File: config.mk
export PLATFORM = sky130hd
export DESIGN_NAME = svwr_supervisor
export DESIGN_NICKNAME = d
export VERILOG_FILES = /design/src/hw/svwr_pkg.sv /design/src/hw/svwr_supervisor.sv
export SDC_FILE = /design/constraint.sdc
export NUM_CORES = 1
export LEC_CHECK = 0
export ABC_CLOCK_PERIOD_IN_PS = 1800
export BUFFER_PORTS_ARGS = -buffer_cell sky130_fd_sc_hd__buf_2
export CELL_PAD_IN_SITES_DETAIL_PLACEMENT = 0
export CELL_PAD_IN_SITES_GLOBAL_PLACEMENT = 1
export CORE_UTILIZATION = 42
export DETAILED_ROUTE_END_ITERATION = 10
export GPL_TIMING_DRIVEN = 0
export PLACE_DENSITY_LB_ADDON = 0.15
export SLEW_MARGIN = 20
export SYNTH_ARGS = -nofsm -noshare
export SYNTH_HDL_FRONTEND = slang
export SYNTH_SLANG_ARGS = --single-unit
File: constraint.sdc
create_clock -name clk -period 1.8 [get_ports clk]
set_input_delay 0.36 -clock clk [delete_from_list [all_inputs] [get_ports clk]]
set_output_delay 0.36 -clock clk [all_outputs]
set_load 0.01 [all_outputs]
File: src/hw/svwr_pkg.sv
// package: constants and types for the supervisor watchdog reset block
package svwr_pkg;
    // ****************************************
    // timing
    // ****************************************
    localparam int  CLK_HZ          = 50000000;
    localparam int  STRETCH_MS      = 200;
    localparam int  WDOG_TIMEOUT_MS = 1600;
    localparam int  TICK_HZ         = 1000;
    localparam int  SYNC_STAGES     = 2;
    // ****************************************
    // variants, reset states and output bundle
    // ****************************************
    typedef enum logic [1:0] {
        SVWR_VAR_WDOG_RSTN  = 2'h0,
        SVWR_VAR_WDOG_RSTP  = 2'h1,
        SVWR_VAR_NOWD_BOTH  = 2'h2
    } svwr_variant_t;
    typedef enum logic [1:0] {
        SVWR_RST_HOLD    = 2'h0,
        SVWR_RST_STRETCH = 2'h1,
        SVWR_RST_RUN     = 2'h2
    } svwr_rst_state_t;
    typedef struct packed {
        logic resetN;
        logic resetP;
        logic wdogTimeoutN;
        logic powerFailWarnN;
    } svwr_outs_t;
endpackage

File: src/hw/svwr_supervisor.sv
// supervisor: watchdog timer, stretched reset generator, power-fail warning
// Operation
// - manual reset low forces every reset output the variant provides asserted.
// - every kick edge, rising or falling, restarts the watchdog from zero.
// - kick idle longer than timeout drives watchdog timeout output low.
// - watchdog cannot be disabled; runs whenever supply is valid.
// - supply low forces watchdog timeout output low at once.
// - supply valid again releases watchdog timeout output high at once.
// - supply low asserts the reset outputs.
// - reset stays asserted 200ms after supply valid and manual reset high.
// - watchdog timeout alone never asserts reset.
// - active-high reset is complement of active-low reset only in the variant with both reset outputs.
// - power-fail warning high while sense flag high, low otherwise.
// - power-fail path independent of watchdog and reset logic.
// - undriven manual reset input reads as released.
// - watchdog timeout period is 1.6s from latest kick edge.
`timescale 1ns/1ps
module svwr_supervisor #(
    parameter int                     CLK_HZ      = svwr_pkg::CLK_HZ,
    parameter int                     TICK_HZ     = svwr_pkg::TICK_HZ,
    parameter int                     STRETCH_MS  = svwr_pkg::STRETCH_MS,
    parameter int                     TIMEOUT_MS  = svwr_pkg::WDOG_TIMEOUT_MS,
    parameter svwr_pkg::svwr_variant_t VARIANT    = svwr_pkg::SVWR_VAR_WDOG_RSTN
) (
    input  wire logic clk,
    input  wire logic srst,
    input  wire logic supplyLow,
    input  wire logic manual_reset_n_in,
    input  wire logic wdog_kick_in,
    input  wire logic power_fail_sense_in,
    output logic      resetN,
    output logic      resetP,
    output logic      wdog_timeout_n_out,
    output logic      power_fail_warn_n_out
);
    // ****************************************
    // derived counts
    // ****************************************
    localparam int PRE_CYC  = (CLK_HZ / TICK_HZ < 1) ? 1 : CLK_HZ / TICK_HZ;
    localparam int STR_TICK = (STRETCH_MS * TICK_HZ + 999) / 1000;
    localparam int WD_TICK  = (TIMEOUT_MS * TICK_HZ) / 1000;
    localparam int PW = $clog2(PRE_CYC + 1);
    localparam int TW = $clog2(((WD_TICK > STR_TICK) ? WD_TICK : STR_TICK) + 2);
    localparam bit HAS_WD   = (VARIANT != svwr_pkg::SVWR_VAR_NOWD_BOTH);
    localparam bit HAS_RSTN = (VARIANT != svwr_pkg::SVWR_VAR_WDOG_RSTP);
    localparam bit HAS_RSTP = (VARIANT != svwr_pkg::SVWR_VAR_WDOG_RSTN);

    // ****************************************
    // synchronizers
    // ****************************************
    logic [1:0] mrSync_r;
    logic [1:0] kickSync_r;
    logic [1:0] supSync_r;
    logic [1:0] pfSync_r;
    logic       kickPrev_r;
    // undriven manual reset is modelled as high by the pad pull-up; reset value high
    always_ff @(posedge clk)
    begin
        if (srst)
        begin
            mrSync_r   <= 2'h3;
            kickSync_r <= 2'h0;
            supSync_r  <= 2'h0;
            pfSync_r   <= 2'h0;
            kickPrev_r <= 1'b0;
        end
        else
        begin
            mrSync_r   <= {mrSync_r[0], manual_reset_n_in};
            kickSync_r <= {kickSync_r[0], wdog_kick_in};
            supSync_r  <= {supSync_r[0], supplyLow};
            pfSync_r   <= {pfSync_r[0], power_fail_sense_in};
            kickPrev_r <= kickSync_r[1];
        end
    end

    wire logic mrLow   = ~mrSync_r[1];
    wire logic supLow  = supSync_r[1];
    wire logic kickEdg = kickSync_r[1] ^ kickPrev_r;
    wire logic rstCond = mrLow | supLow;

    // ****************************************
    // prescaler
    // ****************************************
    logic [PW-1:0] pre_r;
    wire  logic    tick = (pre_r == PW'(PRE_CYC - 1));
    always_ff @(posedge clk)
    begin
        if (srst || tick)
            pre_r <= '0;
        else
            pre_r <= pre_r + PW'(1);
    end

    // ****************************************
    // reset generator
    // ****************************************
    svwr_pkg::svwr_rst_state_t rstSt_r;
    logic [TW-1:0]             strCnt_r;
    always_ff @(posedge clk)
    begin
        if (srst)
        begin
            rstSt_r  <= svwr_pkg::SVWR_RST_HOLD;
            strCnt_r <= '0;
        end
        else if (rstCond)
        begin
            rstSt_r  <= svwr_pkg::SVWR_RST_HOLD;
            strCnt_r <= '0;
        end
        else
        begin
            case (rstSt_r)
                svwr_pkg::SVWR_RST_HOLD:
                begin
                    rstSt_r  <= svwr_pkg::SVWR_RST_STRETCH;
                    strCnt_r <= '0;
                end
                svwr_pkg::SVWR_RST_STRETCH:
                begin
                    if (tick)
                    begin
                        if (strCnt_r == TW'(STR_TICK - 1))
                            rstSt_r <= svwr_pkg::SVWR_RST_RUN;
                        strCnt_r <= strCnt_r + TW'(1);
                    end
                end
                svwr_pkg::SVWR_RST_RUN:
                    rstSt_r <= svwr_pkg::SVWR_RST_RUN;
                default:
                    rstSt_r <= svwr_pkg::SVWR_RST_HOLD;
            endcase
        end
    end
    wire logic rstAsserted = rstCond || (rstSt_r != svwr_pkg::SVWR_RST_RUN);

    // ****************************************
    // watchdog, runs while supply valid, no enable
    // ****************************************
    logic [TW-1:0] wdCnt_r;
    logic          wdExpired_r;
    always_ff @(posedge clk)
    begin
        if (srst || supLow || kickEdg || !HAS_WD)
        begin
            wdCnt_r     <= '0;
            wdExpired_r <= 1'b0;
        end
        else if (tick && !wdExpired_r)
        begin
            wdCnt_r <= wdCnt_r + TW'(1);
            if (wdCnt_r == TW'(WD_TICK - 1))
                wdExpired_r <= 1'b1;
        end
    end

    // ****************************************
    // outputs
    // ****************************************
    svwr_pkg::svwr_outs_t out_r;
    always_ff @(posedge clk)
    begin
        if (srst)
        begin
            out_r <= '{resetN: 1'b0, resetP: HAS_RSTP, wdogTimeoutN: 1'b1,
                       powerFailWarnN: 1'b0};
        end
        else
        begin
            out_r.resetN         <= HAS_RSTN ? ~rstAsserted : 1'b1;
            out_r.resetP         <= HAS_RSTP ? rstAsserted : 1'b0;
            out_r.wdogTimeoutN   <= HAS_WD ? ~(supLow | wdExpired_r) : 1'b1;
            out_r.powerFailWarnN <= pfSync_r[1];
        end
    end
    assign resetN                = out_r.resetN;
    assign resetP                = out_r.resetP;
    assign wdog_timeout_n_out    = out_r.wdogTimeoutN;
    assign power_fail_warn_n_out = out_r.powerFailWarnN;

    // ****************************************
    // assertions
    // ****************************************
    AST_MR_RESET: assert property (@(posedge clk) disable iff (srst)
        mrLow |=> rstAsserted)
        else $error("manual reset low did not assert reset");
    AST_SUP_RESET: assert property (@(posedge clk) disable iff (srst)
        supLow |=> (out_r.resetN == !HAS_RSTN))
        else $error("supply low did not assert reset");
    AST_WDO_SUP: assert property (@(posedge clk) disable iff (srst)
        supLow |=> !wdog_timeout_n_out || !HAS_WD)
        else $error("timeout output not low on supply low");
    AST_WDO_REL: assert property (@(posedge clk) disable iff (srst)
        $fell(supLow) && !wdExpired_r |=> wdog_timeout_n_out)
        else $error("timeout output not released after supply recovery");
    AST_KICK_CLR: assert property (@(posedge clk) disable iff (srst)
        kickEdg && !supLow |=> (wdCnt_r == '0) && !wdExpired_r)
        else $error("kick edge did not restart watchdog");
    AST_NO_WD_RST: assert property (@(posedge clk) disable iff (srst)
        wdExpired_r && !rstCond && rstSt_r == svwr_pkg::SVWR_RST_RUN
            |=> !rstAsserted || rstCond)
        else $error("watchdog timeout asserted reset");
    AST_COMPL: assert property (@(posedge clk) disable iff (srst)
        (VARIANT == svwr_pkg::SVWR_VAR_NOWD_BOTH) |-> (resetN == !resetP))
        else $error("reset outputs not complementary");
    AST_PFO: assert property (@(posedge clk) disable iff (srst)
        1'b1 |=> power_fail_warn_n_out == $past(pfSync_r[1]))
        else $error("power fail warning does not follow sense flag");
    AST_STRETCH: assert property (@(posedge clk) disable iff (srst)
        $fell(rstCond) |=> rstSt_r != svwr_pkg::SVWR_RST_RUN [*8])
        else $error("reset released before stretch");
    AST_WD_HOLD: assert property (@(posedge clk) disable iff (srst)
        $rose(wdExpired_r) |-> ##[1:2] (!wdog_timeout_n_out || !HAS_WD))
        else $error("timeout did not drive output low");
    COV_MR: cover property (@(posedge clk) $fell(mrSync_r[1]));
    COV_RUN: cover property (@(posedge clk) $rose(rstSt_r == svwr_pkg::SVWR_RST_RUN));
    COV_WD: cover property (@(posedge clk) $rose(wdExpired_r));
endmodule // svwr_supervisor

==> run_results.csv, run 1 <==
group,metric,value,unit
status,outcome,"finished, final reports clean",
pwr,p_total,2.410,mW
clocking,cts_buffer_depth,2,
routing,drt-pass1-iter-count,4,
finish,n_antenna_cell,0,
finish,synthToLayoutAreaGrowth,16.60,%
routing,vias_per_cell,5.295,
clocking,path_clk_slew,0.10,ns
finish,layout.nets,305,
finish,design_area,2830,µm²
timing,max_slew_margin,61.37,%
timing,rsz0062_at_grt,"yes",
pwr,leakage,0.9504,nW
critical_path,reg2reg_depth,4,
pwr,seqPwrFrac,51.2,%
hold_path,hold_depth,2,
logic_synthesis,syn_area,2427,µm²
pwr,p_per_area,851.4,nW/µm²
pwr,switching_share,26.26,%
timing,fin_crit,1.799,ns
finish,final_cell_mix,"47 x dfxtp_1, 22 x nand2_1, 20 x nor2_1",
critical_path,crit_chain,"or4_1 -> or4_1 -> o31a_1 -> mux2i_1",
clocking,cts_made_buffers,5,
logic_synthesis,synth_cell_types,41,
critical_path,cp_slowest_stage_delay,0.50,ns
logic_synthesis,synth_cells,271,
timing,hold_violations,0,
logic_synthesis,ys.flop_type,"dfxtp_1",
critical_path,worstSetupPathDepth,4,
critical_path,cp-start-kind,"flop",
logic_synthesis,synth_fp_nets,283,
critical_path,path_buf_inv,0,
critical_path,crit_slowest_cell,"or4_1",
placement,dp_hpwl,3297,µm
global_route,grt_max_degree,19,
critical_path,crit_path_end_kind,"flop",
floorplanning,row_count,27,
timing,worst_pin_slew,0.5776,ns
finish,drive_gt1_share,19.39,%
critical_path,path_class,"flop to flop",
routing,via_count,1938,
pwr,clkPwrFrac,35.3,%
pwr,pwr-share-comb,13.5,%
pwr,p_sw,0.6327,mW
timing,setup_viol,0,
pwr,p_int,1.777,mW
global_route,grt_use_total,17.48,%
global_route,first_global_vias,1782,
logic_synthesis,yosys_warnings,0,
finish,mostFrequentLayoutCell,"dfxtp_1",
placement,placed_cells,351,
placement,io_buffers,8,
floorplanning,start_util,43.81,%
routing,drtAntennaViolNets,0,
placement,dp_slack,-0.3976,ns
logic_synthesis,synth_edf_count,0,
hold_path,hold_class,"primary input to flop",
global_route,overflow,0,
logic_synthesis,yosysSeqAreaShare,43.71,%
logic_synthesis,async_reset_ff_share,0,%
floorplanning,io_pins,10,
pwr,peakVddDrop,380.8,µV
finish,fin_cells,366,
routing,dr.first_iter.drc_count,115,
global_route,grt_pass1_wl,8397,µm
clocking,cts_root_buffer,"clkbuf_8",
routing,wl,4935,µm
logic_synthesis,synth_area_per_cell,8.957,µm²
routing,routedWlPerCell,13.48,µm
logic_synthesis,synth-seq-cells,53,
critical_path,path_delay_family,"simple AND/OR/NAND/NOR gates",
floorplanning,core_area,5540,µm²
floorplanning,die_x,78.02,µm
critical_path,path_max_fanout,6,
timing,final_max_slew_viol_count,0,
placement,routabilityCongestion,0.7691,
timing,setup_ws,0.0008553,ns
timing,fin_crit_sh,99.95,%
clocking,clock_latency,0.32,ns
timing,fmax,555.8,MHz
floorplanning,die_area,6087,µm²
clocking,clkSinkCount,53,
placement,placed_area,2557,µm²
clocking,ctsHoldBuffers,0,
clocking,htree_levels,2,
clocking,cts_tree,"done",
critical_path,crit_path_frequent_cell,"or4_1",
critical_path,crit_arrival,2.01,ns
timing,fin_worst_skew,0.01184,ns
global_route,grt_antenna_before_repair,0,
routing,drc,0,
run,drv_cap,0,
critical_path,required,2.01,ns
floorplanning,die_y,78.02,µm
## state kept, by name (all words and copies together) (netlist names)
register / flops
kickSync_r: 2
power_fail_warn_n_out: 1
rstSt_r: 2
mrSync_r: 2
wdog_timeout_n_out: 1
pre_r: 16
wdCnt_r: 11
strCnt_r: 11
wdExpired_r: 1
kickPrev_r: 1
resetN: 1
supSync_r: 2
pfSync_r: 2
## power groups by stage
stage	clock network (mW)	registers [mW]	logic [mW]
4_1_cts	0.880	1.23	0.321
2_1_floorplan	0	1.25	0.217
5_1_grt	0.912	1.24	0.368
3_3_place_gp	0	1.25	0.293
3_5_place_dp	0	1.25	0.289
6_report	0.851	1.23	0.325
## metal layers
layer  share of wire (%)  global-route usage, %
met5                   0                      0
met4                 1.2                  6.667
met3                 2.9                  3.837
met2                  44                  26.99
met1                  52                  23.85
## what timing repair did
item | CTS | global route
pin swaps | 1 | 2
setup endpoints to repair | 37 | 15
resized for setup | 20 | 12
setup buffers | 4 | 2
gates cloned | 0 | 1
## kinds of logic after synthesis
kind of cell	Yosys count	synth area share (%)
AND/OR/NAND/NOR	133	30.41
flip-flops	53	43.71
AO/OA/AOI/OAI	29	8.041
buffers and inverters	20	3.299
XOR/XNOR	15	5.412
multiplexers	14	5.876
adder cells (fa/ha/maj)	6	3.093
other	1	0.1545
## worst reg2reg max path, cell delays in order, from the launching register on
cell	delay [ns]
dfxtp_2	0.36
or4_1	0.50
or4_1	0.41
o31a_1	0.30
mux2i_1	0.13
## worst paths after layout
path	end	startpoint	slack [ns]
max	rstSt_r[0]	strCnt_r[4]	0.0009
min	mrSync_r[0]	manual_reset_n_in	0.22
max reg2reg	rstSt_r[0]	strCnt_r[4]	0.0009
min reg2reg	mrSync_r[1]	mrSync_r[0]	0.42
## through the flow
stage / hold WS, ns / TNS (ns) / utilization (%)
6_report: 0.2232 / 0 / 51.08
5_1_grt: 0.2147 / -0.3143 / 51.08
3_5_place_dp: 0.3983 / -8.398 / 46.16
4_1_cts: 0.2120 / -0.002418 / 49.95
2_1_floorplan: 0.3895 / 0 / -
3_3_place_gp: 0.3974 / -8.419 / 46.16
## cell usage after synthesis, types with 5 or more instances
cell type / instances / area share (%)
mux2i_1: 12 / 4.9
nand4_1: 10 / 2.6
nor2b_1: 9 / 2.3
clkbuf_1: 8 / 1.2
a21oi_1: 9 / 1.9
nor2_1: 21 / 3.2
ha_1: 6 / 3.1
or3_1: 10 / 2.6
nand2_1: 22 / 3.4
xnor2_1: 10 / 3.6
inv_1: 10 / 1.5
or4_1: 5 / 1.5
dfxtp_1: 53 / 44
xor2_1: 5 / 1.8
nor3_1: 9 / 1.9
nand3_1: 15 / 3.1
nor4_1: 8 / 2.1
## area by class of cell
cell class | count | area [µm²]
fill | 549 | 2710
multi-input combinational | 198 | 1368
sequential | 53 | 1069
timing repair buffer | 15 | 90.09
tap | 72 | 90.09
clock buffer | 5 | 68.82
buffer | 10 | 60.06
clock inverter | 3 | 47.55
inverter | 10 | 37.54
(Power assumes the default switching activity.)
==> run 2: changes to the inputs <==
CORE_UTILIZATION = 35   (was 42)
==> run_results.csv, run 2 (same netlist as run 1, synthesis figures left out) <==
group,metric,value,unit
routing,drtAntennaViolNets,0,
timing,max_slew_margin,58.14,%
timing,final_max_slew_viol_count,0,
pwr,pwr-share-comb,15.0,%
floorplanning,row_count,29,
floorplanning,die_area,7272,µm²
finish,mostFrequentLayoutCell,"dfxtp_1",
clocking,cts_buffer_depth,2,
placement,routabilityCongestion,0.7964,
critical_path,crit_arrival,1.98,ns
pwr,seqPwrFrac,53.3,%
floorplanning,die_x,85.28,µm
floorplanning,core_area,6531,µm²
global_route,grt_pass1_wl,8459,µm
timing,fmax,563.0,MHz
floorplanning,die_y,85.28,µm
routing,via_count,1962,
pwr,switching_share,27.13,%
timing,rsz0062_at_grt,"yes",
timing,worst_pin_slew,0.6279,ns
pwr,p_per_area,807.5,nW/µm²
clocking,clock_latency,0.31,ns
hold_path,hold_class,"primary input to flop",
timing,hold_violations,0,
pwr,clkPwrFrac,31.7,%
finish,fillers,654,
critical_path,reg2reg_depth,4,
clocking,cts_root_buffer,"clkbuf_8",
critical_path,reg2reg_slack,0.02,ns
routing,routedWlPerCell,13.64,µm
routing,wl,5102,µm
pwr,p_sw,0.6298,mW
run,drv_cap,0,
finish,reg_top3,"pre_r (16), strCnt_r (11), wdCnt_r (11)",
finish,synthToLayoutAreaGrowth,18.45,%
placement,placed_cells,356,
hold_path,hold_depth,2,
routing,dr.first_iter.drc_count,56,
placement,io_buffers,8,
clocking,htree_levels,2,
finish,layout.nets,308,
global_route,overflow,0,
finish,largest_reg_flops,16,
critical_path,cp-start-kind,"flop",
status,outcome,"finished, final reports clean",
pwr,leakage,0.9660,nW
placement,dp_hpwl,3326,µm
global_route,grt_use_total,14.56,%
critical_path,required,2.00,ns
clocking,path_clk_slew,0.10,ns
timing,fin_crit_sh,98.67,%
floorplanning,start_util,37.16,%
timing,setup_viol,0,
pwr,peakVddDrop,380.9,µV
clocking,clkSinkCount,53,
critical_path,path_class,"flop to flop",
timing,fin_crit,1.776,ns
routing,drt-pass1-iter-count,4,
finish,fin_cells,374,
clocking,cts_made_buffers,5,
clocking,cts_tree,"done",
routing,drc,0,
finish,n_antenna_cell,0,
routing,vias_per_cell,5.246,
critical_path,path_max_fanout,6,
global_route,grt_max_degree,18,
finish,drive_gt1_share,20.88,%
pwr,p_int,1.692,mW
timing,fin_worst_skew,0.007105,ns
clocking,ctsHoldBuffers,0,
finish,regMostFlops,"pre_r",
global_route,grt_antenna_before_repair,0,
global_route,first_global_vias,1781,
pwr,p_total,2.322,mW
critical_path,crit_path_end_kind,"flop",
floorplanning,io_pins,10,
finish,final_cell_mix,"47 x dfxtp_1, 22 x nand2_1, 20 x nor2_1",
-- run 2: area by class of cell --
type	count	area [µm²]	area share, %
clock buffer	6	82.58	2.872
buffer	10	70.07	2.437
sequential	53	1074	37.34
inverter	10	37.54	1.305
multi-input combinational	198	1385	48.17
tap	77	96.34	3.351
clock inverter	2	17.52	0.6092
timing repair buffer	18	112.6	3.916
-- run 2: what timing repair did --
item,4_1_cts,5_1_grt
pin swaps,2,4
setup buffers,3,6
gates cloned,0,1
setup endpoints to repair,37,27
resized for setup,22,18
-- run 2: worst max-delay path, cell delays in order (launching register included) --
cell	delay, ns
dfxtp_2	0.36
or4_1	0.50
or4_1	0.40
o31a_1	0.29
mux2i_1	0.13
-- run 2: per-layer routing --
metal / up-vias / wire length (µm) / part of all wire, % / GRT usage (%)
li1: 1013 / - / - / -
met2: 20 / 2150 / 42 / 21.85
met5: - / 0 / 0 / 0
met1: 924 / 2775 / 54 / 20.61
met4: 0 / 59 / 1.2 / 5.455
met3: 5 / 116 / 2.3 / 2.918
-- run 2: path summary, 6_finish.rpt --
kind,start,endpoint
min,manual_reset_n_in,mrSync_r[0]
max,strCnt_r[4],rstSt_r[0]
max reg2reg,strCnt_r[4],rstSt_r[0]
min reg2reg,mrSync_r[0],mrSync_r[1]
-- run 2: power groups by stage --
| stage | clock (mW) | sequential [mW] | combinational, mW |
|---|---|---|---|
| global placement | 0 | 1.25 | 0.297 |
| detailed placement | 0 | 1.25 | 0.291 |
| finish | 0.736 | 1.24 | 0.348 |
| floorplan | 0 | 1.25 | 0.217 |
| global route | 0.824 | 1.24 | 0.390 |
| CTS | 0.777 | 1.23 | 0.324 |
-- run 2: metrics by stage --
| stage | util [%] | instance area [µm²] | setup slack [ns] | TNS, ns | hold WS [ns] |
|---|---|---|---|---|---|
| 2_1_floorplan | - | 2427 | 0.02407 | 0 | 0.3895 |
| 3_3_place_gp | 39.25 | 2564 | -0.4252 | -9.357 | 0.3968 |
| 4_1_cts | 42.32 | 2764 | 0.002930 | 0 | 0.2104 |
| 3_5_place_dp | 39.25 | 2564 | -0.4338 | -9.142 | 0.4076 |
| 6_report | 44.02 | 2875 | 0.02393 | 0 | 0.2223 |
| 5_1_grt | 44.02 | 2875 | -0.1005 | -0.2575 | 0.2218 |
